===== src/verilog/spcs_regs.svh =====
// spcs register map, field positions, reset values and timing counts.
// assumes a 32-bit avalon-mm slave with byte addresses, one word each.
`ifndef SPCS_REGS_SVH
`define SPCS_REGS_SVH

`define SPCS_CTRL_OFS 5'h00
`define SPCS_DIV_OFS  5'h04
`define SPCS_TXD_OFS  5'h08
`define SPCS_RXD_OFS  5'h0c
`define SPCS_STAT_OFS 5'h10

// control fields
`define SPCS_C_EN  0
`define SPCS_C_MST 1
`define SPCS_C_CSM 2
`define SPCS_C_TCP 4
`define SPCS_C_TSP 5
`define SPCS_C_RSP 6
`define SPCS_C_SCS 7

// status fields
`define SPCS_S_BUSY 0
`define SPCS_S_TXE  1
`define SPCS_S_TXF  2
`define SPCS_S_RXV  3
`define SPCS_S_OVR  4
`define SPCS_S_UDR  5
`define SPCS_S_TCD  8
`define SPCS_S_RCD  9
`define SPCS_S_TSD  10
`define SPCS_S_RSD  11
`define SPCS_S_SCS  12
`define SPCS_S_DIV  16

`define SPCS_CTRL_RST 32'h0000_0000
`define SPCS_DIV_RST  8'h01
// divide value forced in slave: sample clock at half the cpu clock
`define SPCS_SLV_DIV  8'h01
// smallest usable divide value: one core cycle per clock phase
`define SPCS_MIN_DIV  8'h01

`endif


===== src/verilog/spcs_pkg.sv =====
// spcs shared types: link engine states.
// assumes spcs_regs.svh is included by the design files.
`default_nettype none
package spcs_pkg;
  typedef enum logic [1:0] {
    SPCS_IDLE  = 2'b00,
    SPCS_LEAD  = 2'b01,
    SPCS_SHIFT = 2'b10
  } spcs_state_e;
endpackage
`default_nettype wire


===== src/verilog/spcs_fifo.sv =====
// spcs_fifo: flip-flop fifo with valid/ready on both sides.
// assumes one clock and an active-high asynchronous reset.
`timescale 1ns/1ps
`default_nettype none
module spcs_fifo #(
  parameter int W     = 8,
  parameter int DEPTH = 16
) (
  input  wire logic         clk,
  input  wire logic         rst,
  input  wire logic         in_valid,
  output logic              in_ready,
  input  wire logic [W-1:0] in_data,
  output logic              out_valid,
  input  wire logic         out_ready,
  output logic [W-1:0]      out_data
);
  localparam int AW = $clog2(DEPTH);
  // count is one bit wider than the pointers so full differs from empty
  localparam logic [AW:0]   FULL = (AW+1)'(DEPTH);
  localparam logic [AW-1:0] LAST = AW'(DEPTH - 1);

  typedef struct packed {
    logic [DEPTH-1:0][W-1:0] mem;
    logic [AW-1:0]           wp;
    logic [AW-1:0]           rp;
    logic [AW:0]             cnt;
  } spcs_fifo_s;

  spcs_fifo_s q;
  spcs_fifo_s n;
  logic       do_push;
  logic       do_pop;

  assign in_ready  = (q.cnt != FULL);
  assign out_valid = (q.cnt != '0);
  assign out_data  = q.mem[q.rp];
  assign do_push   = in_valid && in_ready;
  assign do_pop    = out_valid && out_ready;

  always_comb begin
    n = q;
    if (do_push) begin
      n.mem[q.wp] = in_data;
      n.wp = (q.wp == LAST) ? '0 : q.wp + 1'b1;
    end
    if (do_pop) begin
      n.rp = (q.rp == LAST) ? '0 : q.rp + 1'b1;
    end
    if (do_push && !do_pop) begin
      n.cnt = q.cnt + 1'b1;
    end else if (do_pop && !do_push) begin
      n.cnt = q.cnt - 1'b1;
    end
  end

  always_ff @(posedge clk or posedge rst) begin
    if (rst) begin
      q <= '0;
    end else begin
      q <= n;
    end
  end
endmodule
`default_nettype wire


===== src/verilog/spcs_top.sv =====
// spcs_top: clock-stop (spi style) serial port with avalon-mm registers.
// assumes pins synchronous to core_clk; rx sync pin tied to tx sync pin.
//
// Added by the designer: the placing of the registers and the Avalon-MM slave port.
`timescale 1ns/1ps
`default_nettype none
`include "spcs_regs.svh"
module spcs_top import spcs_pkg::*; #(
  parameter int W     = 8,
  parameter int DIV_W = 8,
  parameter int DEPTH = 16
) (
  input  wire logic        core_clk,
  input  wire logic        sys_rst,
  input  wire logic [4:0]  avs_address,
  input  wire logic        avs_read,
  input  wire logic        avs_write,
  input  wire logic [31:0] avs_writedata,
  output logic [31:0]      avs_readdata,
  output logic             avs_waitrequest,
  input  wire logic        serial_transmit_clock_in,
  output logic             serial_transmit_clock_out,
  output logic             serial_transmit_clock_oe,
  input  wire logic        transmit_frame_sync_pin_in,
  output logic             transmit_frame_sync_pin_out,
  output logic             transmit_frame_sync_pin_oe,
  input  wire logic        receive_frame_sync_pin_in,
  input  wire logic        serial_data_in,
  output logic             serial_data_out,
  output logic             serial_data_out_oe
);
  localparam int CW = $clog2(2 * W + 1);
  localparam logic [CW-1:0]   TW    = CW'(2 * W);
  localparam logic [CW-2:0]   LASTB = (CW-1)'(W - 1);
  localparam logic [DIV_W:0]  ONE   = (DIV_W+1)'(1);

  typedef struct packed {
    logic              wait_r;
    logic [31:0]       rdata;
    logic              en;
    logic              mst;
    logic [1:0]        csm;
    logic              tcp;
    logic              tsp;
    logic              rsp;
    logic              scs;
    logic [DIV_W-1:0]  div;
    spcs_state_e       st;
    logic [DIV_W:0]    tm;
    logic [CW-1:0]     edg;
    logic              sck;
    logic              sck_oe;
    logic              fs_pin;
    logic              fs_oe;
    logic              dout;
    logic              dout_oe;
    logic [W-1:0]      tsh;
    logic [W-1:0]      rsh;
    logic [W-1:0]      rxd;
    logic              rxv;
    logic              ovr;
    logic              udr;
    logic              tick;
    logic              sck_d;
    logic              sfr_d;
    logic              tcd;
    logic              rcd;
    logic              tsd;
    logic              rsd;
    logic [DIV_W:0]    hl;
    logic [DIV_W:0]    hp;
  } spcs_top_s;

  spcs_top_s        q;
  spcs_top_s        n;
  logic             push_v;
  logic             pop_r;
  logic             f_in_ready;
  logic             f_out_valid;
  logic [W-1:0]     f_out_data;
  logic [DIV_W-1:0] eff_div;
  logic             eff_scs;
  logic [DIV_W:0]   per;
  logic [DIV_W:0]   lo_w;
  logic [DIV_W:0]   hi_w;
  logic [DIV_W:0]   idle_w;
  logic [DIV_W:0]   act_w;
  logic [DIV_W:0]   lead_w;
  logic             dly;
  logic             cs_on;
  logic             rxok;
  logic             sfr;

  spcs_fifo #(
    .W     (W),
    .DEPTH (DEPTH)
  ) u_txq (
    .clk       (core_clk),
    .rst       (sys_rst),
    .in_valid  (push_v),
    .in_ready  (f_in_ready),
    .in_data   (avs_writedata[W-1:0]),
    .out_valid (f_out_valid),
    .out_ready (pop_r),
    .out_data  (f_out_data)
  );

  // divide 0 would need a half-cycle phase, so it is lifted to 1
  assign eff_div = !q.mst ? `SPCS_SLV_DIV :
                   (q.div < `SPCS_MIN_DIV) ? `SPCS_MIN_DIV : q.div;
  assign eff_scs = q.scs | !q.mst;
  assign per     = {1'b0, eff_div} + ONE;
  assign lo_w    = per >> 1;
  assign hi_w    = per - lo_w;
  assign idle_w  = q.tcp ? hi_w : lo_w;
  assign act_w   = q.tcp ? lo_w : hi_w;
  assign dly     = (q.csm == 2'b11);
  assign lead_w  = dly ? per : idle_w;
  assign cs_on   = q.en && q.csm[1];
  assign rxok    = receive_frame_sync_pin_in ^ q.rsp;
  assign sfr     = transmit_frame_sync_pin_in ^ q.tsp;

  // one clock edge k of a frame: sample or drive by mode
  function automatic spcs_top_s do_edge(spcs_top_s s, logic [CW-1:0] k,
                                        logic d, logic ok, logic din);
    logic samp;
    samp = d ? !k[0] : k[0];
    if (samp && ok) begin
      s.rsh = {s.rsh[W-2:0], din};
      if (k[CW-1:1] == LASTB) begin
        s.rxd = s.rsh;
        s.ovr = s.ovr | s.rxv;
        s.rxv = 1'b1;
      end
    end else if (!samp) begin
      s.dout = s.tsh[W-1];
      s.tsh  = {s.tsh[W-2:0], 1'b0};
    end
    return s;
  endfunction

  // frame start; delayed mode puts the first bit out with the enable
  function automatic spcs_top_s do_load(spcs_top_s s, logic d,
                                        logic [W-1:0] w);
    s.tsh     = w;
    s.edg     = '0;
    s.dout_oe = 1'b1;
    if (d) begin
      s.dout = w[W-1];
      s.tsh  = {w[W-2:0], 1'b0};
    end
    return s;
  endfunction

  always_comb begin
    n      = q;
    push_v = 1'b0;
    pop_r  = 1'b0;
    n.wait_r = 1'b1;
    if (q.wait_r && (avs_read || avs_write)) begin
      n.wait_r = 1'b0;
      n.rdata  = '0;
      if (avs_write) begin
        if (avs_address == `SPCS_CTRL_OFS) begin
          // changing mode mid-frame truncates the frame
          n.en  = avs_writedata[`SPCS_C_EN];
          n.mst = avs_writedata[`SPCS_C_MST];
          n.csm = avs_writedata[`SPCS_C_CSM +: 2];
          n.tcp = avs_writedata[`SPCS_C_TCP];
          n.tsp = avs_writedata[`SPCS_C_TSP];
          n.rsp = avs_writedata[`SPCS_C_RSP];
          n.scs = avs_writedata[`SPCS_C_SCS];
        end else if (avs_address == `SPCS_DIV_OFS) begin
          n.div = avs_writedata[DIV_W-1:0];
        end else if (avs_address == `SPCS_TXD_OFS) begin
          push_v   = 1'b1;
          n.wait_r = !f_in_ready;
        end else if (avs_address == `SPCS_STAT_OFS) begin
          if (avs_writedata[`SPCS_S_OVR]) n.ovr = 1'b0;
          if (avs_writedata[`SPCS_S_UDR]) n.udr = 1'b0;
        end
      end else if (avs_address == `SPCS_CTRL_OFS) begin
        n.rdata[`SPCS_C_EN]       = q.en;
        n.rdata[`SPCS_C_MST]      = q.mst;
        n.rdata[`SPCS_C_CSM +: 2] = q.csm;
        n.rdata[`SPCS_C_TCP]      = q.tcp;
        n.rdata[`SPCS_C_TSP]      = q.tsp;
        n.rdata[`SPCS_C_RSP]      = q.rsp;
        n.rdata[`SPCS_C_SCS]      = q.scs;
      end else if (avs_address == `SPCS_DIV_OFS) begin
        n.rdata[DIV_W-1:0] = q.div;
      end else if (avs_address == `SPCS_RXD_OFS) begin
        n.rdata[W-1:0] = q.rxd;
        n.rxv = 1'b0;
      end else if (avs_address == `SPCS_STAT_OFS) begin
        n.rdata[`SPCS_S_BUSY] = (q.st != SPCS_IDLE);
        n.rdata[`SPCS_S_TXE]  = !f_out_valid;
        n.rdata[`SPCS_S_TXF]  = !f_in_ready;
        n.rdata[`SPCS_S_RXV]  = q.rxv;
        n.rdata[`SPCS_S_OVR]  = q.ovr;
        n.rdata[`SPCS_S_UDR]  = q.udr;
        n.rdata[`SPCS_S_TCD]  = q.tcd;
        n.rdata[`SPCS_S_RCD]  = q.rcd;
        n.rdata[`SPCS_S_TSD]  = q.tsd;
        n.rdata[`SPCS_S_RSD]  = q.rsd;
        n.rdata[`SPCS_S_SCS]  = eff_scs;
        n.rdata[`SPCS_S_DIV +: DIV_W] = eff_div;
      end
    end

    n.tcd    = q.mst;
    n.tsd    = q.mst;
    n.rcd    = 1'b0;
    n.rsd    = 1'b0;
    n.sck_oe = cs_on && q.tcd;
    n.fs_oe  = cs_on && q.tsd;
    // slave logic runs at half rate, matching its sample clock
    n.tick   = q.mst | !q.tick;

    // engine runs after the bus so a new event beats a clear
    if (!cs_on) begin
      n.st      = SPCS_IDLE;
      n.sck     = q.tcp;
      n.dout_oe = 1'b0;
      n.edg     = '0;
    end else if (q.mst) begin
      case (q.st)
        SPCS_IDLE: begin
          n.sck     = q.tcp;
          n.dout_oe = 1'b0;
          if (f_out_valid) begin
            pop_r = 1'b1;
            n     = do_load(n, dly, f_out_data);
            n.st  = SPCS_LEAD;
            n.tm  = lead_w - ONE;
          end
        end
        SPCS_LEAD, SPCS_SHIFT: begin
          if (q.tm != '0) begin
            n.tm = q.tm - ONE;
          end else if (q.edg == TW) begin
            n.st      = SPCS_IDLE;
            n.dout_oe = 1'b0;
          end else begin
            n     = do_edge(n, q.edg, dly, rxok, serial_data_in);
            n.sck = !q.sck;
            n.edg = q.edg + 1'b1;
            n.st  = SPCS_SHIFT;
            n.tm  = q.edg[0] ? idle_w - ONE : act_w - ONE;
          end
        end
        default: begin
          n.st = SPCS_IDLE;
        end
      endcase
    end else if (q.tick) begin
      n.sfr_d = sfr;
      n.sck_d = serial_transmit_clock_in;
      if (sfr && !q.sfr_d) begin
        n    = do_load(n, dly, f_out_valid ? f_out_data : '0);
        n.udr = q.udr | !f_out_valid;
        pop_r = f_out_valid;
        n.st  = SPCS_SHIFT;
      end else if (sfr) begin
        if (serial_transmit_clock_in != q.sck_d && q.edg != TW) begin
          n     = do_edge(n, q.edg, dly, rxok, serial_data_in);
          n.edg = q.edg + 1'b1;
        end
      end else begin
        n.st      = SPCS_IDLE;
        n.dout_oe = 1'b0;
      end
    end

    // internal frame is active high; polarity one makes the pin active low
    n.fs_pin = q.mst && (n.st != SPCS_IDLE) ? !n.tsp : n.tsp;
    n.hl = (n.sck != q.sck || q.st == SPCS_IDLE) ? ONE : q.hl + ONE;
    n.hp = (n.sck && !q.sck) ? ONE : q.hp + ONE;
  end

  always_ff @(posedge core_clk or posedge sys_rst) begin
    if (sys_rst) begin
      q        <= '0;
      q.wait_r <= 1'b1;
      q.div    <= `SPCS_DIV_RST;
      q.tick   <= 1'b1;
    end else begin
      q <= n;
    end
  end

  assign avs_readdata                = q.rdata;
  assign avs_waitrequest             = q.wait_r;
  assign serial_transmit_clock_out   = q.sck;
  assign serial_transmit_clock_oe    = q.sck_oe;
  assign transmit_frame_sync_pin_out = q.fs_pin;
  assign transmit_frame_sync_pin_oe  = q.fs_oe;
  assign serial_data_out             = q.dout;
  assign serial_data_out_oe          = q.dout_oe;

  logic m_edge;
  assign m_edge = q.mst && cs_on && q.st != SPCS_IDLE && q.tm == '0 &&
                  q.edg != TW;
endmodule
`default_nettype wire


===== config.mk =====
export PLATFORM = sky130hd
export DESIGN_NAME = spcs_top
export DESIGN_NICKNAME = d
export VERILOG_FILES = /design/src/verilog/spcs_pkg.sv /design/src/verilog/spcs_fifo.sv /design/src/verilog/spcs_top.sv
export VERILOG_INCLUDE_DIRS = /design/src /design/src/verilog
export SDC_FILE = /design/constraint.sdc
export NUM_CORES = 1
export LEC_CHECK = 0
export BUFFER_PORTS_ARGS = -buffer_cell sky130_fd_sc_hd__buf_2
export CAP_MARGIN = 5
export CORE_UTILIZATION = 50
export CTS_CLUSTER_DIAMETER = 50
export DETAILED_ROUTE_END_ITERATION = 10
export GPL_ROUTABILITY_DRIVEN = 0
export PLACE_DENSITY = 0.77
export REMOVE_ABC_BUFFERS = 1
export SLEW_MARGIN = 0
export SYNTH_ARGS = -nofsm -noshare
export SYNTH_HDL_FRONTEND = slang
export SYNTH_SLANG_ARGS = --single-unit
export TNS_END_PERCENT = 100

===== constraint.sdc =====
create_clock -name core_clk -period 10.6 [get_ports core_clk]
set_input_delay 2.12 -clock core_clk [delete_from_list [all_inputs] [get_ports core_clk]]
set_output_delay 2.12 -clock core_clk [all_outputs]
set_load 0.02 [all_outputs]

==> results, run 1 <==
- The flow ran to the end, and the final reports show no timing, DRC or antenna violations.
- For this design, the slowest cell found on the critical path is sky130_fd_sc_hd__nor3_1.
- The top achievable clock speed is 196 MHz.
- The setup check on the worst reg-to-reg path leaves a slack of 5.59 ns.
- In this run the tightest slew margin relative to its limit is 0.241.
- The summed negative setup slack over all endpoints is 0 ns.
- Summed over all nets, the half-perimeter wirelength after detailed placement is 19300 um.
- The first global-routing pass estimated 45400 um of wire.
- The per-instance average area after synthesis is 11.5 sq um.
- The worst register-to-register path begins at q[77]$_DFFE_PP0P_.
- Data on the critical path is required at its endpoint by 11.01 ns.
- The minimum period implied by the final worst setup slack is 5.10 ns.
- The clock tree from TritonCTS is built.
- In this run the cell area of the synthesized design comes to 12300 sq um.
- The initial antenna violation count came to 0.
- The final instance area is 13400 sq um.
- The count of non-filler cells in the finished layout is 1412.
- In the synthesized netlist the dominant register cell turns out to be sky130_fd_sc_hd__dfrtp_1.
- The number of nets in the finished design is 1140.
- In this run the static leakage power is 6.33 nW.
- The cell count after placement is 1367.
- Counting cells, the worst reg-to-reg path comes to 16.
- The sequential fraction of the synthesis area is 0.461.
- Of the cells placed in the final design, the portion with a size suffix greater than 1 is 0.279.
- The power per unit of standard cell area is 177 nW/um^2.
- The count of TritonRoute iterations in the first routing pass is 5.
- The count of vias placed by the detailed router is 8574.
- The clock passes through at most 3 buffers.
- The start point of the critical path is avs_address[4].
- Across every metal layer, demand over resource in global routing totals 0.222.
- Counting flops with an async set or reset pin after synthesis yields a share of 1.00.
- Along the worst path, the maximum fanout reaches 11.
- Entering global routing, the biggest net connects 94 pins.
- Synthesis handed over a netlist of 1071 instances.
- The placed instances occupy a cell area of 12600 sq um.
- The starting utilization of the core area is 0.509.
- The clock root buffer is sky130_fd_sc_hd__clkbuf_16.
- For this run, the number of Yosys warnings is 0.
- In this run, synthesis inferred 0 flip-flops with an integrated enable.
- The count of buffers from port buffering is 46.
- The maximum clock skew at final layout is 0.00802 ns.
- The die footprint is 25300 sq um.
- STA classifies the critical path endpoint as a flip-flop.
- The classification of the worst-slack hold path is reg -> reg.
- After clock tree synthesis, the flow added hold-fix buffers numbering 0.
- Global routing finished with a remaining overflow of 0.
- The capture point of the worst reg-to-reg path is q[71]$_DFFE_PP0P_.
- The average routed wire per standard cell is 19.6 um.
- The post-detailed-route DRC marker count is 0.
- Buffers added to address setup during post-CTS repair amount to 0.
- The detail route stage leaves a number of antenna-violating nets equal to 0.
- CTS saw 227 sinks.
- The slew at the pin closest to its max-slew limit is 1.14 ns.
- In this run the worst setup path terminates at u_txq.q[4]$_DFFE_PP0P_.
- The clock latency at the later pin of the worst-skew pair is 0.53 ns.
- CTS built an H-tree with a depth of 1.
- Data arrives at the worst endpoint at 5.50 ns.
- From bottom edge to top edge, the die measures 159 um.
- Setup repair after global routing left no endpoint under its margin.
- Across the run, the number of max-cap violations was 0.
- Walking the worst path, the cells encountered are buf_2 > nor4_1 > nand2_1 > nor3_1 > ha_1 > inv_1 > fa_1 > a21o_1 > a21oi_1 > xnor2_1 > nor2_1 > xor2_1.
- The post-detailed-route via-to-cell ratio is 6.07.
- The maximum single-stage delay on the critical path is 0.89 ns.
- Clock-pin slew was measured on the worst setup and hold paths at 0.06 ns.
- The initialized floorplan defines 57 standard-cell rows.
- The number of hold violations in the final report is 0.
- The post-synthesis to final-layout area growth is 8.66%.
- The number of max-slew violations in the final report is 0.
- The total of cells resized after clock tree synthesis is 0.
- The worst voltage drop across the vdd grid is 149 uV.
- Leaving out fill and tap cells, the most frequent cell in the layout is sky130_fd_sc_hd__dfrtp_1.
- The number of flip-flops and latches in the synthesized netlist is 227.
- The number of violations reported at the end of detailed-routing iteration 0 is 783.
- The die is 159 um wide.
- Of the available clock period, the critical path in the final layout requires 0.481.
- The antenna diode instance count is 0.
- The region available for standard cell placement spans 24200 sq um.
- The netlist uses 79 different library cells.
- The critical path class is in -> reg.
- The number of placed I/O pins is 84.
- The number of clock buffers inserted by TritonCTS is 25.
- The number of global-route vias before repair is 8471.
- The count of endpoints failing setup in the final report is 0.
- The post-detailed-routing wire length is 27700 um.
- The worst setup path is launched from a primary input.
- In the layout the commonest cells are 223 x sky130_fd_sc_hd__dfrtp_1, 149 x sky130_fd_sc_hd__mux2_2, 97 x sky130_fd_sc_hd__nand2_1, 61 x sky130_fd_sc_hd__o21ai_0, 46 x sky130_fd_sc_hd__buf_2.
-- cells by family (layout without fill, tap and decap cells) --
| kind of cell | count (synthesis) | count (layout) | share of synthesized area |
|---|---|---|---|
| and+or+nand+nor | 250 | 250 | 0.0998 |
| muxes | 216 | 216 | 0.231 |
| AOI/OAI and AO/OA | 192 | 192 | 0.110 |
| buffers and inverters | 128 | 133 | 0.0496 |
| adders and majority gates | 25 | 25 | 0.0260 |
| DFF | 227 | 227 | 0.461 |
| xor gates and xnor gates | 32 | 32 | 0.0227 |
| other | 1 | 13 | 0.000304 |
-- power breakdown --
group          switching [mW]  leakage [nW]  total [mW]  internal, mW
Sequential             0.0818          3.11       0.997         0.915
Combinational           0.312          2.82       0.529         0.217
Clock                   0.349         0.391       0.847         0.497
Total                   0.743          6.33        2.37          1.63
-- layout make-up --
| type | count | area (sq um) |
|---|---|---|
| Fill cell | 1977 | 10800 |
| Multi-Input combinational cell | 728 | 6090 |
| Sequential cell | 227 | 5690 |
| Clock buffer | 38 | 724 |
| Tap cell | 324 | 405 |
| Timing Repair Buffer | 53 | 283 |
| Inverter | 35 | 139 |
| Clock inverter | 7 | 76.3 |
-- metal layers --
layer / part of all wire / track usage / wire length [um]
met1: 0.44 / 0.302 / 12100
met5: 0 / 0 / 0
met4: 0.038 / 0.0918 / 1060
met3: 0.051 / 0.0276 / 1410
met2: 0.47 / 0.362 / 13100
-- synthesized netlist by cell type, drive strengths merged (6+ instances only) --
cell / number / area, sq um
nor3: 14 / 75.1
mux2: 149 / 1680
dfrtp: 224 / 5610
inv: 35 / 131
nand4: 6 / 37.5
and3: 9 / 56.3
buf: 45 / 300
mux4: 40 / 901
and2: 13 / 81.3
a31oi: 10 / 62.6
a21o: 7 / 52.6
o31ai: 7 / 52.6
a32o: 6 / 60.1
a21oi: 28 / 144
ha: 24 / 300
mux2i: 27 / 270
nand2b: 13 / 81.3
o211ai: 6 / 45.0
xnor2: 18 / 158
clkbuf: 48 / 180
nor2: 42 / 168
nand2: 97 / 364
a22oi: 8 / 60.1
xor2: 14 / 123
o21ai: 64 / 324
nor2b: 7 / 43.8
a22o: 12 / 105
nand3: 25 / 130
-- critical path, delay by kind of cell --
kind,cells,cell delay [ns]
AO/OA/AOI/OAI,2,0.36
XOR/XNOR,2,0.28
adder cells (fa/ha/maj),2,0.74
buffers and inverters,2,0.24
AND/OR/NAND/NOR,4,1.76
-- sequential cells by signal (all words and copies together) (netlist names) --
name	cells
avs_readdata	18
serial_data_out	1
transmit_frame_sync_pin_oe	1
avs_waitrequest	1
q	62
serial_data_out_oe	1
serial_transmit_clock_out	1
transmit_frame_sync_pin_out	1
u_txq.q	141
-- metrics by stage --
stage | setup WS [ns] | power (mW) | hold WS, ns | utilization
6_report | 5.50 | 2.37 | 0.481 | 0.553
5_1_grt | 5.20 | 2.48 | 0.505 | 0.553
4_1_cts | 5.50 | 2.38 | 0.487 | 0.553
3_5_place_dp | 4.95 | 1.53 | 0.477 | 0.520
3_3_place_gp | 5.01 | 1.52 | 0.464 | 0.520
2_1_floorplan | 2.27 | 1.39 | 0.459 | -
-- how the worst min path moves through the flow --
stage,depth (start not counted),slack [ns],to,startpoint
2_1_floorplan,1,0.46,avs_readdata[10]$_DFFE_PP0P_,q[21]$_DFF_PP0_
3_3_place_gp,2,0.46,avs_readdata[0]$_DFFE_PP0P_,avs_readdata[0]$_DFFE_PP0P_
3_5_place_dp,2,0.48,avs_readdata[1]$_DFFE_PP0P_,avs_readdata[1]$_DFFE_PP0P_
4_1_cts,2,0.49,avs_readdata[3]$_DFFE_PP0P_,avs_readdata[3]$_DFFE_PP0P_
5_1_grt,2,0.51,avs_readdata[3]$_DFFE_PP0P_,avs_readdata[3]$_DFFE_PP0P_
6_report,2,0.48,avs_readdata[3]$_DFFE_PP0P_,avs_readdata[3]$_DFFE_PP0P_
No activity file was read; power rests on OpenSTA's default activity.
==> run 2, diff against run 1 <==
ABC_AREA = 1   (was unset)
PLACE_DENSITY = 0.8   (was 0.77)
clock period = 4.1 ns   (was 10.6 ns; I/O delays follow)
==> results, run 2 <==
- TritonCTS created 27 clock buffers.
- The analysis attributes to cell leakage a power of 6.67 nW.
- The synthesized-area fraction occupied by ao, oa, aoi and oai cells came to 0.200.
- The number of flip-flops and latches in the synthesized netlist is 227.
- The worst voltage drop across the vdd grid is 364 uV.
- In the post-synthesis netlist, the biggest area contributors are sky130_fd_sc_hd__dfrtp_1 45%, sky130_fd_sc_hd__o21ai_0 12%, sky130_fd_sc_hd__nand2_1 11%, sky130_fd_sc_hd__inv_1 4.5%, sky130_fd_sc_hd__nor2_1 4.4%.
- The met2 wirelength from detailed routing is 15200 um.
- Of the total synthesized cell area, the portion taken by AND, OR, NAND and NOR gates is 0.214.
- The main combinational cell family by area after synthesis is simple AND/OR/NAND/NOR gates.
- Buffers placed on the I/O ports in this run total 46.
- The clock tree from TritonCTS is built.
- At the later pin of the worst-skew pair, clock insertion delay measures 0.53 ns.
- The per-instance average area after synthesis is 7.76 sq um.
- In this run the number of H-tree levels came out at 1.
- Counting tap cells, the placed design contains a total of 1899 instances.
- After synthesis, the most frequently instantiated cells are 370 x sky130_fd_sc_hd__nand2_1, 303 x sky130_fd_sc_hd__o21ai_0, 224 x sky130_fd_sc_hd__dfrtp_1.
- Entering global routing, the biggest net connects 98 pins.
- The post-detailed-route DRC marker count is 0.
- The register bank with the most flops is u_txq.q.
- The number of global-route vias before repair is 10.6k.
- The synthesized netlist contains 58 unique library cells.
- The initial antenna violation count came to 0.
- The number of enable flip-flop cells after synthesis is 0.
- The maximum count of clock buffers along a single path is 3.
- The critical path class is reg -> reg.
- The average routed wire per standard cell is 16.4 um.
- At the pin with the least slew margin, the transition time is 0.765 ns.
- The fraction of synthesized cell area in xor and xnor cells is 0.0113.
- The post-detailed-route via-to-cell ratio is 5.70.
- sky130_fd_sc_hd__dfrtp_1 takes more of the synthesized area than any other cell.
- In this run the power spent charging and discharging nets is 1.78 mW.
- Excluding fillers, the count of instances in the completed layout stands at 1949.
- The number of standard-cell rows in the floorplan is 57.
- The internal power consumption is 4.25 mW.
- Wires add up to 32000 um.
- The register with the most flip-flops in the layout has 141 of them.
- The layout cell share with drive strength beyond 1 is 0.0985.
- The share of total power dissipated in sequential elements is 0.409.
- The classification of the worst-slack hold path is in -> async.
- The switching power as a share of total power is 0.296.
- The proportion of synthesized flip-flops having asynchronous set or reset is 1.00.
- The sequential fraction of the synthesis area is 0.461.
- The overall overflow remaining after global route is 0.
- Yosys instantiated no cell more often than sky130_fd_sc_hd__nand2_1.
- Once the clock tree was built, the resizer swapped 0 gates to a different size.
- The top cell types in the final layout, fill and taps aside, are 370 x sky130_fd_sc_hd__nand2_1, 302 x sky130_fd_sc_hd__o21ai_0, 222 x sky130_fd_sc_hd__dfrtp_1, 147 x sky130_fd_sc_hd__inv_1, 144 x sky130_fd_sc_hd__nor2_1.
- In the final timing run, aggregate negative setup slack is 0 ns.
- The most common flop cell mapped by yosys is sky130_fd_sc_hd__dfrtp_1.
- The met3 layer wire length in the routed design is 2420 um.
- The die footprint is 25300 sq um.
- Dividing total power by cell area gives a power density of 442 nW/um^2.
- The count of synthesis-stage warnings from yosys is 0.
- The synthesized netlist occupies a cell area of 12300 sq um.
- In this run the count of I/O pins placed on the die edge is 84.
- Among all stages on the critical path, the largest delay is contributed by sky130_fd_sc_hd__dfrtp_1.
- Of the total power, combinational logic draws 0.173.
- The number of sinks handled by clock tree synthesis is 227.
- At the worst endpoint, the arrival time is 4.11 ns.
- STA classifies the critical path startpoint as a flip-flop.
- Setup violations remaining at the end of the flow were counted as 0.
- The least setup slack across all paths after layout is 0.397 ns.
- Measured against its own limit, the worst slew margin works out to 0.488.
- The minimum period implied by the final worst setup slack is 3.70 ns.
- Buffers inserted to repair hold after CTS numbered 0.
- The area of the core is 24200 sq um.
- The initial utilization of the core area, before any placement, comes to 0.509.
- The number of cells on the worst reg-to-reg path is 25.
- The number of maximum-capacitance violations is 0.
- In this run, the number of DRC markers left after iteration 0 of detailed routing was 1137.
- The required time of the worst setup path is 4.51 ns.
- The run finished with clean final reports.
- The fill cell instance count of the final layout is 2191.
- Clock-pin slew was measured on the worst setup and hold paths at 0.06 ns.
- The smallest hold slack is 0.400 ns.
- The number of max-slew violations in the final report is 0.
- The width of the die is 159 um.
- Of the total synthesized cell area, the portion taken by full adders, half adders and majority gates is 0.0260.
- The first TritonRoute pass finished after 7 iterations.
- The die height is 159 um.
- The buffer count from post-CTS setup fixing is 0.
- The largest fanout on the critical path is 7.
- Setup repair after global routing left no endpoint under its margin.
- The pre-CTS setup slack is 0.500 ns.
- Summed over all nets, the half-perimeter wirelength after detailed placement is 21400 um.
- The topmost layer with routed signal wires is met4.
- The cell sitting at the root of the clock tree is a sky130_fd_sc_hd__clkbuf_16.
- The count of vias placed by the detailed router is 11.1k.
- The global-route wire length before repair is 52800 um.
- Of the available clock period, the critical path in the final layout requires 0.903.
- Of the total power, the clock network draws 0.418.
- The maximum clock skew at final layout is 0.0170 ns.
- For this run, the slowest stage of the critical path takes 0.44 ns.
- The most frequent cell on the critical path is sky130_fd_sc_hd__nand2_1.
- The number of hold violations in the final report is 0.
- Of the post-synthesis cell area, the dominant cell type holds 0.454.
- Synthesis handed over a netlist of 1590 instances.
- The routed length on met1 is 13300 um.
- In this run the remaining antenna-violating nets after routing total 0.
- The mux cell area share after synthesis is 0.000811.
- For this run, the total global-route usage over all layers was measured as 0.254.
- The number of nets in the finished design is 1674.
- Leaving out fill and tap cells, the most frequent cell in the layout is sky130_fd_sc_hd__nand2_1.
- Timing would allow up to 270 MHz.
- The kind of capture point of the worst setup path is a flip-flop.
- From synthesis to final layout, the design area changed by 10.5%.
[run 2: cell count changes after synthesis, moves of 25 or more]
cell and change:
sky130_fd_sc_hd__nand2_1 +273, sky130_fd_sc_hd__nor2_1 +104, sky130_fd_sc_hd__nand3_1 +40, sky130_fd_sc_hd__mux2_2 -149, sky130_fd_sc_hd__o22ai_1 +25, sky130_fd_sc_hd__mux4_2 -40
sky130_fd_sc_hd__mux2i_1 -26, sky130_fd_sc_hd__o21ai_0 +241, sky130_fd_sc_hd__inv_1 +114
[run 2: cell families (layout without fill, tap and decap cells)]
family	Yosys count	count (layout)
buffers and inverters	248	270
AOI/OAI and AO/OA	441	441
muxes	1	1
other	1	14
and+or+nand+nor	632	632
xor gates and xnor gates	15	15
adders and majority gates	25	25
DFF	227	227
[run 2: power groups by stage]
stage	Clock (mW)	Sequential (mW)	Combinational, mW
floorplan	0	2.49	0.748
global placement	0	2.49	0.996
detailed placement	0	2.50	1.02
CTS	2.54	2.46	1.03
global route	2.64	2.48	1.18
finish	2.52	2.47	1.04
[run 2: metrics by stage]
step / total power, mW / instance area [sq um] / util
5_1_grt: 6.30 / 13600 / 0.562
3_5_place_dp: 3.52 / 12700 / 0.523
6_report: 6.03 / 13600 / 0.562
4_1_cts: 6.03 / 13600 / 0.562
2_1_floorplan: 3.24 / 11900 / -
3_3_place_gp: 3.49 / 12700 / 0.523
[run 2: path summary, 6_finish.rpt]
path                                                 to  slack, ns               startpoint
hold reg to reg                 u_txq.q[21]$_DFFE_PP0P_       0.48  u_txq.q[21]$_DFFE_PP0P_
hold / removal              avs_readdata[7]$_DFFE_PP0P_       0.40                  sys_rst
setup reg to reg                      q[71]$_DFFE_PP0P_       0.40        q[80]$_DFFE_PP0P_
setup / recovery                      q[71]$_DFFE_PP0P_       0.40        q[80]$_DFFE_PP0P_
max in group asynchronous  avs_readdata[16]$_DFFE_PP0P_       2.79                  sys_rst
min in group core_clk           u_txq.q[21]$_DFFE_PP0P_       0.48  u_txq.q[21]$_DFFE_PP0P_
[run 2: critical path, delay by kind of cell (launching register included)]
kind	cells	cell delay (ns)
fa+ha+maj	2	0.50
compound gates	4	0.98
buf+inv	2	0.25
flops	1	0.44
simple gates	17	1.44
[run 2: per-layer routing]
layer | track usage | vias to the layer above
met3 | 0.0336 | 89
met4 | 0.104 | 0
met5 | 0 | -
li1 | - | 5274
met1 | 0.337 | 5241
met2 | 0.424 | 514
[run 2: final cells by class]
cell class | instances | area, sq um | share of cell area
inverter | 158 | 603 | 0.0442
sequential | 227 | 5690 | 0.417
clock buffer | 37 | 763 | 0.0560
clock inverter | 12 | 183 | 0.0134
multi-input combinational | 1127 | 5630 | 0.412
tap | 324 | 405 | 0.0297
timing repair buffer | 63 | 370 | 0.0272
antenna | 1 | 2.50 | 0.000183
==> run 3, diff against run 2 <==
CORE_UTILIZATION = 45   (was 50)
GPL_ROUTABILITY_DRIVEN = unset   (was 0)
PLACE_DENSITY = 0.74   (was 0.8)
==> results, run 3 (synthesized netlist as in run 2, its figures left out) <==
- In this run the cell area measured after placement is 12700 sq um.
- Power spread over the standard cell area amounts to 423 nW/um^2.
- The count of buffers from port buffering is 46.
- The clock tree from TritonCTS is built.
- The element type at the critical path start is a flip-flop.
- The number of hold violations in the final report is 0.
- The clock latency at the later pin of the worst-skew pair is 0.53 ns.
- Counting the buffers created by CTS gives 25.
- The number of global-route vias before repair is 10.1k.
- The final period utilization is 0.876.
- Hold timing on the final database bottoms out at a slack of 0.420 ns.
- Summing internal, switching and leakage power gives 5.73 mW.
- The total half-perimeter wirelength after legalization and detailed placement is 21800 um.
- The critical path class is reg -> reg.
- The post-detailed-routing wire length is 31500 um.
- The register bank with the most flops is u_txq.q.
- CTS built an H-tree with a depth of 1.
- The largest fanout on the critical path is 12.
- The number of maximum-capacitance violations is 0.
- The die footprint is 28100 sq um.
- Setup repair after global routing left no endpoint under its margin.
- The count of TritonRoute iterations in the first routing pass is 8.
- The endpoint identified for the worst register-to-register timing path is u_txq.q[4]$_DFFE_PP0P_.
- Once placement completed, the tool counted placed cells totaling 1915.
- The least setup slack across all paths after layout is 0.510 ns.
- The count of vias placed by the detailed router is 10.8k.
- Once layout is complete, the utilization of the core stands at 0.503.
- The number of standard-cell rows in the floorplan is 60.
- The maximum single-stage delay on the critical path is 0.48 ns.
- Traced cell by cell, the critical path runs through buf_4 > nor2_1 > inv_1 > nor2_1 > inv_1 > nor2_1 > inv_1 > o21ai_0 > inv_1 > nor2_1 > inv_1 > ha_1 > inv_1 > ha_1 > a21oi_1 > nor2_1 > nor2_1 > nand2_1 > nand2_1 > nor2_1 > xor2_1.
- The maximum clock skew at final layout is 0.0170 ns.
- In this run the static leakage power is 6.63 nW.
- Tracing the worst setup path back leads to its startpoint at q[88]$_DFFE_PP0P_.
- The post-synthesis to final-layout area growth is 9.80%.
- In this run the worst hold path is classified as in -> async.
- The number of max-slew violations in the final report is 0.
- The antenna diode instance count is 0.
- For the pin with the worst max-slew slack, the measured transition is 0.807 ns.
- The floorplan step defined a core boundary enclosing 27000 sq um.
- The end of the critical path is u_txq.q[4]$_DFFE_PP0P_.
- The largest net degree at the start of global routing is 104.
- The critical path depth is 21.
- The number of flip-flops under the largest register name is 141.
- Once detail routing completed, the nets flagged for antenna violations numbered 0.
- The family with the most delay on the worst path is simple AND/OR/NAND/NOR gates.
- For this run, the post-layout net count is 1672.
- Setup total negative slack on the finished layout was measured at 0 ns.
- The worst-path cell with the longest stage delay is sky130_fd_sc_hd__dfrtp_2.
- The average routed wire per standard cell is 16.1 um.
- Static timing analysis puts the maximum clock frequency at 279 MHz.
- The count of endpoints failing setup in the final report is 0.
- The kind of capture point of the worst setup path is a flip-flop.
- The number of cells on the worst reg-to-reg path is 21.
- Of the cells placed in the final design, the portion with a size suffix greater than 1 is 0.0969.
- The starting utilization of the core area is 0.458.
- The pre-CTS setup slack is 0.449 ns.
- The worst voltage drop across the vdd grid is 330 uV.
- The clock root buffer is sky130_fd_sc_hd__clkbuf_16.
- No sink is reached through more buffers than the 3 on the longest clock path.
- The finished cells cover 13500 sq um.
- The library cell used most frequently in the layout, excluding fill and tap cells, is sky130_fd_sc_hd__nand2_1.
- The final weighted congestion in routability-driven placement is 0.913.
- For this run, the total global-route usage over all layers was measured as 0.227.
- The post-detailed-route DRC marker count is 0.
- The number of sinks handled by clock tree synthesis is 227.
- In this run the register-to-register setup slack is 0.51 ns.
- For this design the top-level I/O count stands at 84.
- Data on the critical path arrives at its endpoint at 3.99 ns.
- The required time of the worst setup path is 4.50 ns.
- In this run the vertical extent of the chip is 168 um.
- The post-detailed-route via-to-cell ratio is 5.51.
- The library cells used most frequently in the layout, excluding fill and tap cells, are 370 x sky130_fd_sc_hd__nand2_1, 302 x sky130_fd_sc_hd__o21ai_0, 222 x sky130_fd_sc_hd__dfrtp_1, 147 x sky130_fd_sc_hd__inv_1, 144 x sky130_fd_sc_hd__nor2_1.
- The worst pin sits at a relative slew slack of 0.460.
- The run finished with clean final reports.
- The clock input transition at the sequential cells of the worst setup and hold paths is 0.06 ns.
- The width of the die is 168 um.
- The most frequent cell on the critical path is sky130_fd_sc_hd__nor2_1.
- The initial antenna violation count came to 0.
- The minimum period implied by the final worst setup slack is 3.59 ns.
- In this run the critical register-to-register path is launched from q[88]$_DFFE_PP0P_.
- The global-route wire length before repair is 51700 um.
- Summed over all layers, the global routing overflow is 0.
- After the first detailed-routing iteration, the DRC count stood at 883.
- The count of non-filler cells in the finished layout is 1962.
- The buffers plus inverters on the worst setup path is 7.
run 3: cell types whose count changed in the layout (fill, tap and decap cells not counted):
| cell | previous run | this run |
|---|---|---|
| sky130_fd_sc_hd__clkinvlp_4 | 4 | 2 |
| sky130_fd_sc_hd__clkbuf_16 | 27 | 25 |
| sky130_fd_sc_hd__clkinv_4 | 0 | 1 |
| sky130_fd_sc_hd__bufinv_16 | 4 | 1 |
| sky130_fd_sc_hd__diode_2 | 1 | 0 |
| sky130_fd_sc_hd__clkbuf_8 | 5 | 7 |
| sky130_fd_sc_hd__clkinv_8 | 0 | 1 |
| sky130_fd_sc_hd__clkinv_2 | 2 | 3 |
| sky130_fd_sc_hd__inv_6 | 0 | 1 |
| sky130_fd_sc_hd__inv_8 | 3 | 1 |
run 3: metal layers:
metal / vias to the layer above / share of wire / GRT usage
li1: 5257 / - / -
met4: 0 / 0.032 / 0.0802
met2: 345 / 0.48 / 0.392
met5: - / 0 / 0
met3: 58 / 0.060 / 0.0300
met1: 5145 / 0.43 / 0.293
run 3: cell type report:
type	instances	area, sq um
clock buffers	37	741
clock inverters	9	93.8
fillers	2578	13400
inverters	158	603
multi-input cells	1127	5630
flip-flops and latches	227	5690
well taps	341	427
repair buffers	63	370
run 3: power by group:
group	switching, mW	internal (mW)	total, mW
Clock	0.908	1.32	2.23
Combinational	0.702	0.329	1.03
Sequential	0.111	2.36	2.47
run 3: worst min path at each step:
| stage | endpoint |
|---|---|
| finish | q[37]$_DFFE_PP0P_ |
| global route | u_txq.q[135]$_DFFE_PP0P_ |
| CTS | u_txq.q[135]$_DFFE_PP0P_ |
| detailed placement | u_txq.q[124]$_DFFE_PP0P_ |
| global placement | u_txq.q[128]$_DFFE_PP0P_ |
| floorplan | u_txq.q[100]$_DFFE_PP0P_ |
run 3: timing repair:
item / in CTS / in global routing
hold buffers: 0 / 0
buffers inserted: 0 / 1
resized for setup: 0 / 1
endpoints found under the setup margin: 0 / 2
